==> src/bcmd_pkg.sv <==
package bcmd_pkg;

    // Command bytes
    localparam logic [7:0] CMD_READ_SCRATCH  = 8'h11;
    localparam logic [7:0] CMD_WRITE_SCRATCH = 8'h17;
    localparam logic [7:0] CMD_SAVE_PAGE1    = 8'h22;
    localparam logic [7:0] CMD_SAVE_PAGE2    = 8'h25;
    localparam logic [7:0] CMD_SAVE_PAGE3    = 8'h28;
    localparam logic [7:0] CMD_LOAD_PAGE1    = 8'h71;
    localparam logic [7:0] CMD_LOAD_PAGE2    = 8'h77;
    localparam logic [7:0] CMD_LOAD_PAGE3    = 8'h7A;
    localparam logic [7:0] CMD_LOCK          = 8'h43;
    localparam logic [7:0] CMD_UNLOCK        = 8'h44;
    localparam logic [7:0] CMD_CONVERT_T     = 8'hD2;
    localparam logic [7:0] CMD_READ_REGS     = 8'hB2;
    localparam logic [7:0] CMD_INC_CYCLE     = 8'hB5;
    localparam logic [7:0] CMD_CLR_CYCLE     = 8'hB8;

    // Page sizes and bases in the link address space
    localparam int         PAGE1_BYTES = 24;
    localparam int         PAGE2_BYTES = 8;
    localparam int         PAGE3_BYTES = 32;
    localparam logic [7:0] PAGE1_BASE  = 8'h00;
    localparam logic [7:0] PAGE2_BASE  = 8'h20;
    localparam logic [7:0] PAGE3_BASE  = 8'h40;
    localparam logic [7:0] SCRATCH_END = 8'h5F;

    // Register page addresses
    localparam logic [7:0] REG_TEMP_HALF  = 8'h60;
    localparam logic [7:0] REG_TEMP_WHOLE = 8'h61;
    localparam logic [7:0] REG_STATUS_LO  = 8'h62;
    localparam logic [7:0] REG_STATUS_HI  = 8'h63;
    localparam logic [7:0] REG_ID_LO      = 8'h80;
    localparam logic [7:0] REG_ID_HI      = 8'h81;
    localparam logic [7:0] REG_CYCLE_LO   = 8'h82;
    localparam logic [7:0] REG_CYCLE_HI   = 8'h83;
    localparam logic [7:0] FILL_BYTE      = 8'hFF;

    // Status byte bit positions
    localparam int STAT_TEMP_BUSY = 0;
    localparam int STAT_EE_BUSY   = 1;
    localparam int STAT_LOCK      = 2;

    // Timing
    localparam int CLK_KHZ        = 125000;
    localparam int NV_BUSY_MS     = 10;
    localparam int NV_BUSY_CYCLES = NV_BUSY_MS * CLK_KHZ;
    localparam int NV_CNT_W       = 21;
    localparam int CONV_CYCLES    = 1000;
    localparam int CONV_CNT_W     = 16;
    localparam int WEAR_LIMIT     = 50000;

    // Manufacturer code, arbitrary value
    localparam logic [15:0] ID_CODE = 16'h5A3C;

    // APB register byte offsets
    localparam logic [7:0] APB_CTRL   = 8'h00;
    localparam logic [7:0] APB_STATUS = 8'h04;
    localparam logic [7:0] APB_CYCLE  = 8'h08;
    localparam logic [7:0] APB_WEAR   = 8'h0C;
    localparam logic [7:0] APB_TEMP   = 8'h10;
    localparam int         CTRL_LINK_EN = 0;
    localparam int         STATUS_WEAR  = 3;

    typedef enum logic [2:0] {
        ST_IGNORE = 3'b000,
        ST_CMD    = 3'b001,
        ST_ADDR   = 3'b010,
        ST_WRITE  = 3'b011,
        ST_READ   = 3'b100
    } bcmd_fsm_t;

endpackage

==> src/bcmd_top.sv <==
`timescale 1ns/100ps

module bcmd_top #(
    parameter int NV_BUSY_CYCLES = bcmd_pkg::NV_BUSY_CYCLES
) (
    // Clock and reset
    input  wire logic        clock,
    input  wire logic        resetn,
    // APB slave
    input  wire logic        psel,
    input  wire logic        penable,
    input  wire logic        pwrite,
    input  wire logic [7:0]  paddr,
    input  wire logic [31:0] pwdata,
    output logic      [31:0] prdata,
    output logic             pready,
    output logic             pslverr,
    // Byte link from the bit-slot layer
    input  wire logic        link_reset,
    input  wire logic        rx_valid,
    input  wire logic [7:0]  rx_byte,
    input  wire logic        tx_req,
    output logic             tx_valid,
    output logic      [7:0]  tx_byte,
    // Temperature sensor result
    input  wire logic [7:0]  temp_half_in,
    input  wire logic [7:0]  temp_whole_in,
    // Status outputs
    output logic             eeprom_busy_flag,
    output logic             temp_busy_flag
);

    typedef struct packed {
        bcmd_pkg::bcmd_fsm_t                  fsm;
        logic [7:0]                           cmd;
        logic [7:0]                           ptr;
        logic [bcmd_pkg::PAGE1_BYTES-1:0][7:0] scratch_page_one;
        logic [bcmd_pkg::PAGE2_BYTES-1:0][7:0] scratch_page_two;
        logic [bcmd_pkg::PAGE3_BYTES-1:0][7:0] scratch_page_three;
        logic [bcmd_pkg::PAGE1_BYTES-1:0][7:0] eeprom_page_one;
        logic [bcmd_pkg::PAGE2_BYTES-1:0][7:0] eeprom_page_two;
        logic [bcmd_pkg::PAGE3_BYTES-1:0][7:0] sram_page;
        logic                                 lock;
        logic                                 ee_busy;
        logic [bcmd_pkg::NV_CNT_W-1:0]        nv_cnt;
        logic                                 temp_busy;
        logic [bcmd_pkg::CONV_CNT_W-1:0]      conv_cnt;
        logic [7:0]                           temp_half;
        logic [7:0]                           temp_whole;
        logic [15:0]                          cycle;
        logic [15:0]                          wear;
        logic                                 link_en;
        logic                                 tx_valid;
        logic [7:0]                           tx_byte;
        logic [31:0]                          prdata;
        logic                                 pready;
        logic                                 pslverr;
    } bcmd_state_t;

    bcmd_state_t s_q;
    bcmd_state_t s_d;

    localparam logic [bcmd_pkg::NV_CNT_W-1:0] NV_LOAD =
        bcmd_pkg::NV_CNT_W'(NV_BUSY_CYCLES - 1);
    localparam logic [bcmd_pkg::CONV_CNT_W-1:0] CONV_LOAD =
        bcmd_pkg::CONV_CNT_W'(bcmd_pkg::CONV_CYCLES - 1);
    localparam logic [15:0] WEAR_MAX = 16'(bcmd_pkg::WEAR_LIMIT);

    function automatic logic [7:0] status_byte(input bcmd_state_t s);
        logic [7:0] b;
        b = 8'h00;
        b[bcmd_pkg::STAT_TEMP_BUSY] = s.temp_busy;
        b[bcmd_pkg::STAT_EE_BUSY]   = s.ee_busy;
        b[bcmd_pkg::STAT_LOCK]      = s.lock;
        return b;
    endfunction

    // Scratch space only; eeprom and static pages have no path here
    function automatic logic [7:0] scratch_byte(input bcmd_state_t s, input logic [7:0] a);
        logic [7:0] r;
        r = bcmd_pkg::FILL_BYTE;
        if (a < bcmd_pkg::PAGE1_BASE + 8'(bcmd_pkg::PAGE1_BYTES)) begin
            r = s.scratch_page_one[5'(a)];
        end else if (a >= bcmd_pkg::PAGE2_BASE &&
                     a < bcmd_pkg::PAGE2_BASE + 8'(bcmd_pkg::PAGE2_BYTES)) begin
            r = s.scratch_page_two[3'(a - bcmd_pkg::PAGE2_BASE)];
        end else if (a >= bcmd_pkg::PAGE3_BASE && a <= bcmd_pkg::SCRATCH_END) begin
            r = s.scratch_page_three[5'(a - bcmd_pkg::PAGE3_BASE)];
        end
        return r;
    endfunction

    function automatic logic [7:0] reg_byte(input bcmd_state_t s, input logic [7:0] a);
        logic [7:0] r;
        r = bcmd_pkg::FILL_BYTE;
        case (a)
            bcmd_pkg::REG_TEMP_HALF:  r = s.temp_half;
            bcmd_pkg::REG_TEMP_WHOLE: r = s.temp_whole;
            bcmd_pkg::REG_STATUS_LO:  r = status_byte(s);
            bcmd_pkg::REG_STATUS_HI:  r = 8'h00;
            bcmd_pkg::REG_ID_LO:      r = bcmd_pkg::ID_CODE[7:0];
            bcmd_pkg::REG_ID_HI:      r = bcmd_pkg::ID_CODE[15:8];
            bcmd_pkg::REG_CYCLE_LO:   r = s.cycle[7:0];
            bcmd_pkg::REG_CYCLE_HI:   r = s.cycle[15:8];
            default:                  r = bcmd_pkg::FILL_BYTE;
        endcase
        return r;
    endfunction

    always_comb begin
        logic [7:0] a;
        logic       nv_commit;
        s_d       = s_q;
        a         = s_q.ptr;
        nv_commit = 1'b0;
        s_d.tx_valid = 1'b0;

        // Conversion runs beside the command machine, so nothing waits on it
        if (s_q.temp_busy) begin
            if (s_q.conv_cnt == '0) begin
                s_d.temp_busy  = 1'b0;
                s_d.temp_half  = temp_half_in;
                s_d.temp_whole = temp_whole_in;
            end else begin
                s_d.conv_cnt = s_q.conv_cnt - 1'b1;
            end
        end

        if (s_q.ee_busy) begin
            if (s_q.nv_cnt == '0) begin
                s_d.ee_busy = 1'b0;
            end else begin
                s_d.nv_cnt = s_q.nv_cnt - 1'b1;
            end
        end

        // Bytes arrive already assembled with the first wire bit in bit 0
        if (link_reset && s_q.link_en) begin
            s_d.fsm = bcmd_pkg::ST_CMD;
        end else if (s_q.link_en) begin
            case (s_q.fsm)
                bcmd_pkg::ST_CMD: begin
                    if (rx_valid) begin
                        s_d.cmd = rx_byte;
                        s_d.fsm = bcmd_pkg::ST_IGNORE;
                        case (rx_byte)
                            bcmd_pkg::CMD_READ_SCRATCH,
                            bcmd_pkg::CMD_WRITE_SCRATCH,
                            bcmd_pkg::CMD_READ_REGS: begin
                                s_d.fsm = bcmd_pkg::ST_ADDR;
                            end
                            bcmd_pkg::CMD_SAVE_PAGE1: begin
                                if (!s_q.lock) begin
                                    s_d.eeprom_page_one = s_q.scratch_page_one;
                                    nv_commit = 1'b1;
                                end
                            end
                            bcmd_pkg::CMD_SAVE_PAGE2: begin
                                s_d.eeprom_page_two = s_q.scratch_page_two;
                                nv_commit = 1'b1;
                            end
                            bcmd_pkg::CMD_SAVE_PAGE3: begin
                                s_d.sram_page = s_q.scratch_page_three;
                            end
                            bcmd_pkg::CMD_LOAD_PAGE1: begin
                                s_d.scratch_page_one = s_q.eeprom_page_one;
                            end
                            bcmd_pkg::CMD_LOAD_PAGE2: begin
                                s_d.scratch_page_two = s_q.eeprom_page_two;
                            end
                            bcmd_pkg::CMD_LOAD_PAGE3: begin
                                s_d.scratch_page_three = s_q.sram_page;
                            end
                            bcmd_pkg::CMD_LOCK: begin
                                s_d.lock = 1'b1;
                            end
                            bcmd_pkg::CMD_UNLOCK: begin
                                s_d.lock = 1'b0;
                            end
                            bcmd_pkg::CMD_CONVERT_T: begin
                                s_d.temp_busy = 1'b1;
                                s_d.conv_cnt  = CONV_LOAD;
                            end
                            bcmd_pkg::CMD_INC_CYCLE: begin
                                s_d.cycle = s_q.cycle + 16'h0001;
                                nv_commit = 1'b1;
                            end
                            bcmd_pkg::CMD_CLR_CYCLE: begin
                                s_d.cycle = 16'h0000;
                                nv_commit = 1'b1;
                            end
                            default: begin
                                s_d.fsm = bcmd_pkg::ST_IGNORE;
                            end
                        endcase
                    end
                end
                bcmd_pkg::ST_ADDR: begin
                    if (rx_valid) begin
                        s_d.ptr = rx_byte;
                        s_d.fsm = (s_q.cmd == bcmd_pkg::CMD_WRITE_SCRATCH) ?
                                  bcmd_pkg::ST_WRITE : bcmd_pkg::ST_READ;
                    end
                end
                bcmd_pkg::ST_WRITE: begin
                    if (rx_valid) begin
                        if (a < bcmd_pkg::PAGE1_BASE + 8'(bcmd_pkg::PAGE1_BYTES)) begin
                            s_d.scratch_page_one[5'(a)] = rx_byte;
                        end else if (a >= bcmd_pkg::PAGE2_BASE &&
                                     a < bcmd_pkg::PAGE2_BASE + 8'(bcmd_pkg::PAGE2_BYTES)) begin
                            s_d.scratch_page_two[3'(a - bcmd_pkg::PAGE2_BASE)] = rx_byte;
                        end else if (a >= bcmd_pkg::PAGE3_BASE && a <= bcmd_pkg::SCRATCH_END) begin
                            s_d.scratch_page_three[5'(a - bcmd_pkg::PAGE3_BASE)] = rx_byte;
                        end
                        // Saturate so a long burst never wraps onto page one
                        if (a != 8'hFF) begin
                            s_d.ptr = a + 8'h01;
                        end
                    end
                end
                bcmd_pkg::ST_READ: begin
                    if (tx_req) begin
                        s_d.tx_valid = 1'b1;
                        s_d.tx_byte  = (s_q.cmd == bcmd_pkg::CMD_READ_REGS) ?
                                       reg_byte(s_q, a) : scratch_byte(s_q, a);
                        if (a != 8'hFF) begin
                            s_d.ptr = a + 8'h01;
                        end
                    end
                end
                default: begin
                    s_d.fsm = bcmd_pkg::ST_IGNORE;
                end
            endcase
        end

        // Each commit restarts the busy window and counts toward endurance until the wear count holds at WEAR_MAX
        if (nv_commit) begin
            s_d.ee_busy = 1'b1;
            s_d.nv_cnt  = NV_LOAD;
            if (s_q.wear != WEAR_MAX) begin
                s_d.wear = s_q.wear + 16'h0001;
            end
        end

        // APB: answer in the first access cycle, no wait states
        // Error flag pulses with pready so it never outlives its transfer
        s_d.pready  = psel && !penable;
        s_d.pslverr = 1'b0;
        if (psel && !penable) begin
            s_d.prdata  = 32'h0000_0000;
            case (paddr)
                bcmd_pkg::APB_CTRL:   s_d.prdata[bcmd_pkg::CTRL_LINK_EN] = s_q.link_en;
                bcmd_pkg::APB_STATUS: begin
                    s_d.prdata[7:0] = status_byte(s_q);
                    s_d.prdata[bcmd_pkg::STATUS_WEAR] = (s_q.wear == WEAR_MAX);
                end
                bcmd_pkg::APB_CYCLE:  s_d.prdata[15:0] = s_q.cycle;
                bcmd_pkg::APB_WEAR:   s_d.prdata[15:0] = s_q.wear;
                bcmd_pkg::APB_TEMP:   s_d.prdata[15:0] = {s_q.temp_whole, s_q.temp_half};
                default:              s_d.pslverr = 1'b1;
            endcase
        end
        if (psel && penable && s_q.pready && pwrite && paddr == bcmd_pkg::APB_CTRL) begin
            s_d.link_en = pwrite ? pwdata[bcmd_pkg::CTRL_LINK_EN] : s_q.link_en;
        end
    end

    always_ff @(posedge clock or negedge resetn) begin
        if (!resetn) begin
            s_q         <= '0;
            s_q.link_en <= 1'b1;
        end else begin
            s_q <= s_d;
        end
    end

    assign prdata           = s_q.prdata;
    assign pready           = s_q.pready;
    assign pslverr          = s_q.pslverr;
    assign tx_valid         = s_q.tx_valid;
    assign tx_byte          = s_q.tx_byte;
    assign eeprom_busy_flag = s_q.ee_busy;
    assign temp_busy_flag   = s_q.temp_busy;

endmodule

==> config.mk <==
export PLATFORM = sky130hd
export DESIGN_NAME = bcmd_top
export DESIGN_NICKNAME = d
export VERILOG_FILES = /design/src/bcmd_pkg.sv /design/src/bcmd_top.sv
export SDC_FILE = /design/constraint.sdc
export NUM_CORES = 2
export LEC_CHECK = 0
export BUFFER_PORTS_ARGS = -buffer_cell sky130_fd_sc_hd__buf_2
export CAP_MARGIN = 10
export CORE_MARGIN = 2
export CORE_UTILIZATION = 39
export CTS_CLUSTER_DIAMETER = 60
export DETAILED_ROUTE_END_ITERATION = 10
export SLEW_MARGIN = 10
export SYNTH_ARGS = -nofsm -noshare
export SYNTH_HDL_FRONTEND = slang
export SYNTH_SLANG_ARGS = --single-unit
export TNS_END_PERCENT = 20
==> constraint.sdc <==
create_clock -name clock -period 4.5 [get_ports clock]
set_clock_uncertainty 0.15 [all_clocks]
set_input_delay 0.225 -clock clock [delete_from_list [all_inputs] [get_ports clock]]
set_output_delay 0.225 -clock clock [all_outputs]
set_load 0.005 [all_outputs]
# == Word level (Yosys, flattened, before mapping) ==
# Cells that the tools add are included.
# classes
n_reduce_logical,41
n_mux,78
n_addsub,7
n_bitwise,2
eq_ne,51
n_lt_le_gt_ge,11
# op_table
operator,n
2-to-1 mux 1044 bit,1
2-to-1 mux 1025 bit,1
2-to-1 mux 256 bit,4
one-hot mux 512 bit (2 select lines),1
2-to-1 mux 192 bit,4
2-to-1 mux 520 bit,1
2-to-1 mux 513 bit,1
2-to-1 mux 320 bit,1
bitwise mux 256 bit,1
bitwise mux 192 bit,1
2-to-1 mux 64 bit,3
2-to-1 mux 8 bit,14
2-to-1 mux 17 bit,5
binary-select mux 8 bit (select 5 bit),2
demux 8 bit (select 5 bit),2
"== test 8 x 7 -> 1 bit, second input constant",9
"== test 8 bit, second input constant",9
bitwise mux 64 bit,1
one-hot mux 8 bit (8 select lines),1
one-hot mux 8 bit (3 select lines),2
2-to-1 mux 22 bit,2
2-to-1 mux 9 bit,4
2-to-1 mux 33 bit,1
"adder 16 x 1 -> 16 bit, second input constant",2
58 further kinds,117
# word_totals
register_bits,1159
inputBits,72
word_cells,336

# == Depth between registers and ports, before layout ==
# depth
word_depth,13
mapped_depth,14

# == Least setup slack after synthesis ==
# No wires, ideal clock.
# synth_path
path_type,register to register
from,register with a tool-made name
to,register with a tool-made name
setup_time_ns,0.077
setup_slack_ns,1.117
arrival_ns,3.156
period_less_slack_ns,3.383
stages_incl_launch_ff,13
path_cell_list,dfrtp_1 -> buf_2 -> inv_1 -> clkbuf_1 -> clkbuf_1 -> ha_1 -> clkbuf_1 -> clkbuf_1 -> nand3_1 -> a21oi_1 -> clkbuf_1 -> nor2_1 -> a21oi_1

==> summary.md <==
| Metric | Value |
|---|---|
| Routed vias | 41400 |
| Warnings from Yosys | 0 |
| Layout cells sized above 1 | 0.220 |
| Clock root cell | clkbuf_16 |
| Hold depth | 3 |
| Setup-failing EPs final | 0 |
| Flops & latches, synth | 1159 |
| Synth Area in Simple Gates | 0.0987 |
| Top FF cell, synth | dfrtp_1 |
| Avg Synthesized Cell Area | 10.6 µm² |
| Fill count | 12600 |
| HPWL Detailed | 111 mm |
| Hold Path Class | in2reg |
| R2R cell count | 9 |
| Adder-cell share of the synthesized area | 0.00235 |
| Compound-gate portion of the synthesized area | 0.163 |
| Fin util | 0.447 |
| Power, Total | 21.5 mW |
| First-pass GRT wire length | 260 mm |
| Post-synth EDFFs | 0 |
| Total wire length | 173 mm |
| Setup slack, reg-to-reg | 390 ps |
| Initial antenna violation count | 5 |
| Critical path fanouts, max | 15 |
| Upper clock frequency limit | 243 MHz |
| Post-DR wirelength/cell | 24.9 µm |
| FF-to-FF Start | s_q[1156] |
| Pwr dens | 355 nW/µm² |
| Port buffer count | 69 |
| Remaining antenna violation count | 0 |
| Drc violations | 0 |
| Max Cap Violations | 0 |
| H-tree levels | 4 |
| WP data required | 5010 ps |
| Status | completed |
| Reg area | 29000 µm² |
| I/O Pins | 117 |
| Mux cell area share after synthesis | 0.147 |
| Crit path DAT | 4620 ps |
| RSZ-0062 raised after global routing | false |
| Maximum VDD drop | 370 µV |
| CTS Buffer Depth | 3 |
| Setup TNS | 0 ps |
| Die Y | 373 µm |
| Critical Path Source Type | flip-flop |
| Rows | 135 |
| Ys async rst share | 1.00 |
| Die area | 139000 µm² |
| Final cell count without fillers | 6924 |
| Final hold vios | 0 |
| Syn Inst Count | 5003 |
| Leakage | 27.2 nW |
| Initial detailed-routing violation count | 4935 |
| Placed insts | 6658 |
| Layout net count | 5135 |
| CP Class | reg2reg |
| Grt ovf | 0 |
| XOR/XNOR Fraction of Synth Area | 0.00905 |
| Die width | 373 µm |
| Pre-Repair DR Iteration Count | 8 |
| Area growth syn-to-layout | 13.8% |
| Gp weighted congestion | 0.896 |
| Number of clock sinks | 1159 |
| Vias per cell | 5.98 |
| Final period demand of the worst path | 4110 ps |
| Max Slew Vio Count | 0 |
| Largest family of logic cells by synthesized area | compound AO/OA/AOI/OAI gates |
| Maximum number of pins on one net before global-route repair | 158 |
| Final instance area | 60600 µm² |
| Post-Syn Area | 53200 µm² |
| Vias in the first global route | 40100 |
| Register area share after synthesis | 0.545 |
| Slew headroom | 0.273 |
| Crit. End Element | flip-flop |
| Initial core utilization | 0.393 |
| Slew at the pin with the worst max-slew slack | 1080 ps |
| Latest clock arrival within the worst-skew pair | 760 ps |
| Clock-pin slew on the worst setup and hold paths | 60 ps |
| CP startpoint | s_q[1156] |
| Cts bufs inserted | 132 |
| DP Area | 55900 µm² |
| TritonCTS clock tree | built |
| Total Routing Usage GR | 0.244 |
| Area of the core | 135000 µm² |
| Distinct cells, synth | 85 |
| Footprint of the multi-input gates | 22500 µm² |
| Final period utilization | 0.914 |
[routing by layer]
layer,track usage,wire length (µm)
met1,0.338,73000
met5,0,27
met2,0.364,76600
met4,0.107,7610
met3,0.0559,15300
[worst min-delay path by stage]
stage / endpoint / from / slack (ps)
after global placement: s_q[95] / resetn / 130
after floorplan: async pin / resetn / -220
after global routing: s_q[82] / temp_whole_in[6] / 80
after CTS: s_q[80] / temp_whole_in[4] / 50
after detailed placement: s_q[96] / resetn / 130
final: pready / penable / 90
[report_power, final]
| part | total [mW] | switching [mW] | internal, mW |
|---|---|---|---|
| Combinational | 0.452 | 0.354 | 0.0972 |
| Sequential | 10.5 | 0.0148 | 10.4 |
| Clock | 10.6 | 4.45 | 6.16 |
| Total | 21.5 | 4.82 | 16.7 |
[Yosys cell counts, types with 22 or more instances]
cell type / count / area [µm²]
mux2_2: 568 / 6400
and3_1: 25 / 156
xor2_1: 29 / 254
nand3_1: 36 / 180
buf_1: 29 / 109
xnor2_1: 26 / 228
nor2_1: 828 / 3110
buf_4: 40 / 300
dfrtp_1: 1158 / 29000
buf_2: 85 / 425
mux4_2: 35 / 788
o22ai_1: 25 / 156
inv_1: 22 / 82.6
a22oi_1: 157 / 1180
nor3_1: 24 / 120
nand4_1: 23 / 144
mux2i_1: 48 / 480
o21ai_0: 75 / 375
a221oi_1: 92 / 806
a21oi_1: 968 / 4840
clkbuf_1: 249 / 935
nand2_1: 147 / 552
[cells by family after synthesis]
kind of cell / count (synthesis)
other: 1
flip-flops: 1159
buffers and inverters: 429
AND/OR/NAND/NOR: 1222
adder cells (fa/ha/maj): 10
multiplexers: 661
AO/OA/AOI/OAI: 1466
XOR/XNOR: 55
[layout make-up]
type	instances	area share
Inverter	24	0.00149
Multi-Input combinational cell	3430	0.371
Sequential cell	1159	0.479
Timing Repair Buffer	306	0.0424
Tap cell	1781	0.0368
Antenna cell	1	0.0000413
Clock buffer	183	0.0624
Clock inverter	40	0.00729
[placed cells by master, fill, tap and decap left out, types with 16 or more instances in the layout]
cell type | synthesis | routed
o21ai_0 | 75 | 75
a221oi_1 | 92 | 92
nor4_1 | 16 | 16
and3_1 | 25 | 24
clkbuf_1 | 249 | 27
a21oi_1 | 968 | 968
nor3_1 | 24 | 23
buf_4 | 40 | 170
dfrtp_1 | 1158 | 1155
a21oi_2 | 19 | 19
clkbuf_8 | 0 | 20
mux2i_1 | 48 | 48
clkbuf_16 | 0 | 136
xnor2_1 | 26 | 26
dlygate4sd3_1 | 0 | 40
nand3_1 | 36 | 35
buf_12 | 1 | 26
a22oi_1 | 157 | 157
nor2_1 | 828 | 825
mux2_2 | 568 | 568
buf_2 | 85 | 68
and2_1 | 19 | 19
xor2_1 | 29 | 29
inv_1 | 22 | 21
conb_1 | 1 | 16
mux4_2 | 35 | 35
o22ai_1 | 25 | 25
clkinv_2 | 0 | 17
nand4_1 | 23 | 23
nand2_1 | 147 | 147
[per-stage QoR]
step / hold WS [ps] / worst slack (ps)
finish: 94.3 / 385
global placement: 131 / 698
detailed placement: 131 / 636
global route: 84.2 / 334
floorplan: -221 / 1120
CTS: 46.7 / 638
[critical path: stages (launching register included)]
cell and delay [ps]:
dfrtp_4 610, clkinv_1 80, buf_4 240, ha_1 430, nor2b_1 770, nand2_1 650
a21oi_1 610, buf_4 270, nor2_1 50, a21oi_1 120
[what timing repair did]
| action | CTS | global route |
|---|---|---|
| buffers inserted | 0 | 0 |
| hold buffers | 41 | 0 |
| setup endpoints to repair | 0 | 0 |
| endpoints found under the hold margin | 312 | 0 |
| resized for setup | 0 | 0 |
Power figures use the tool's default switching activity.
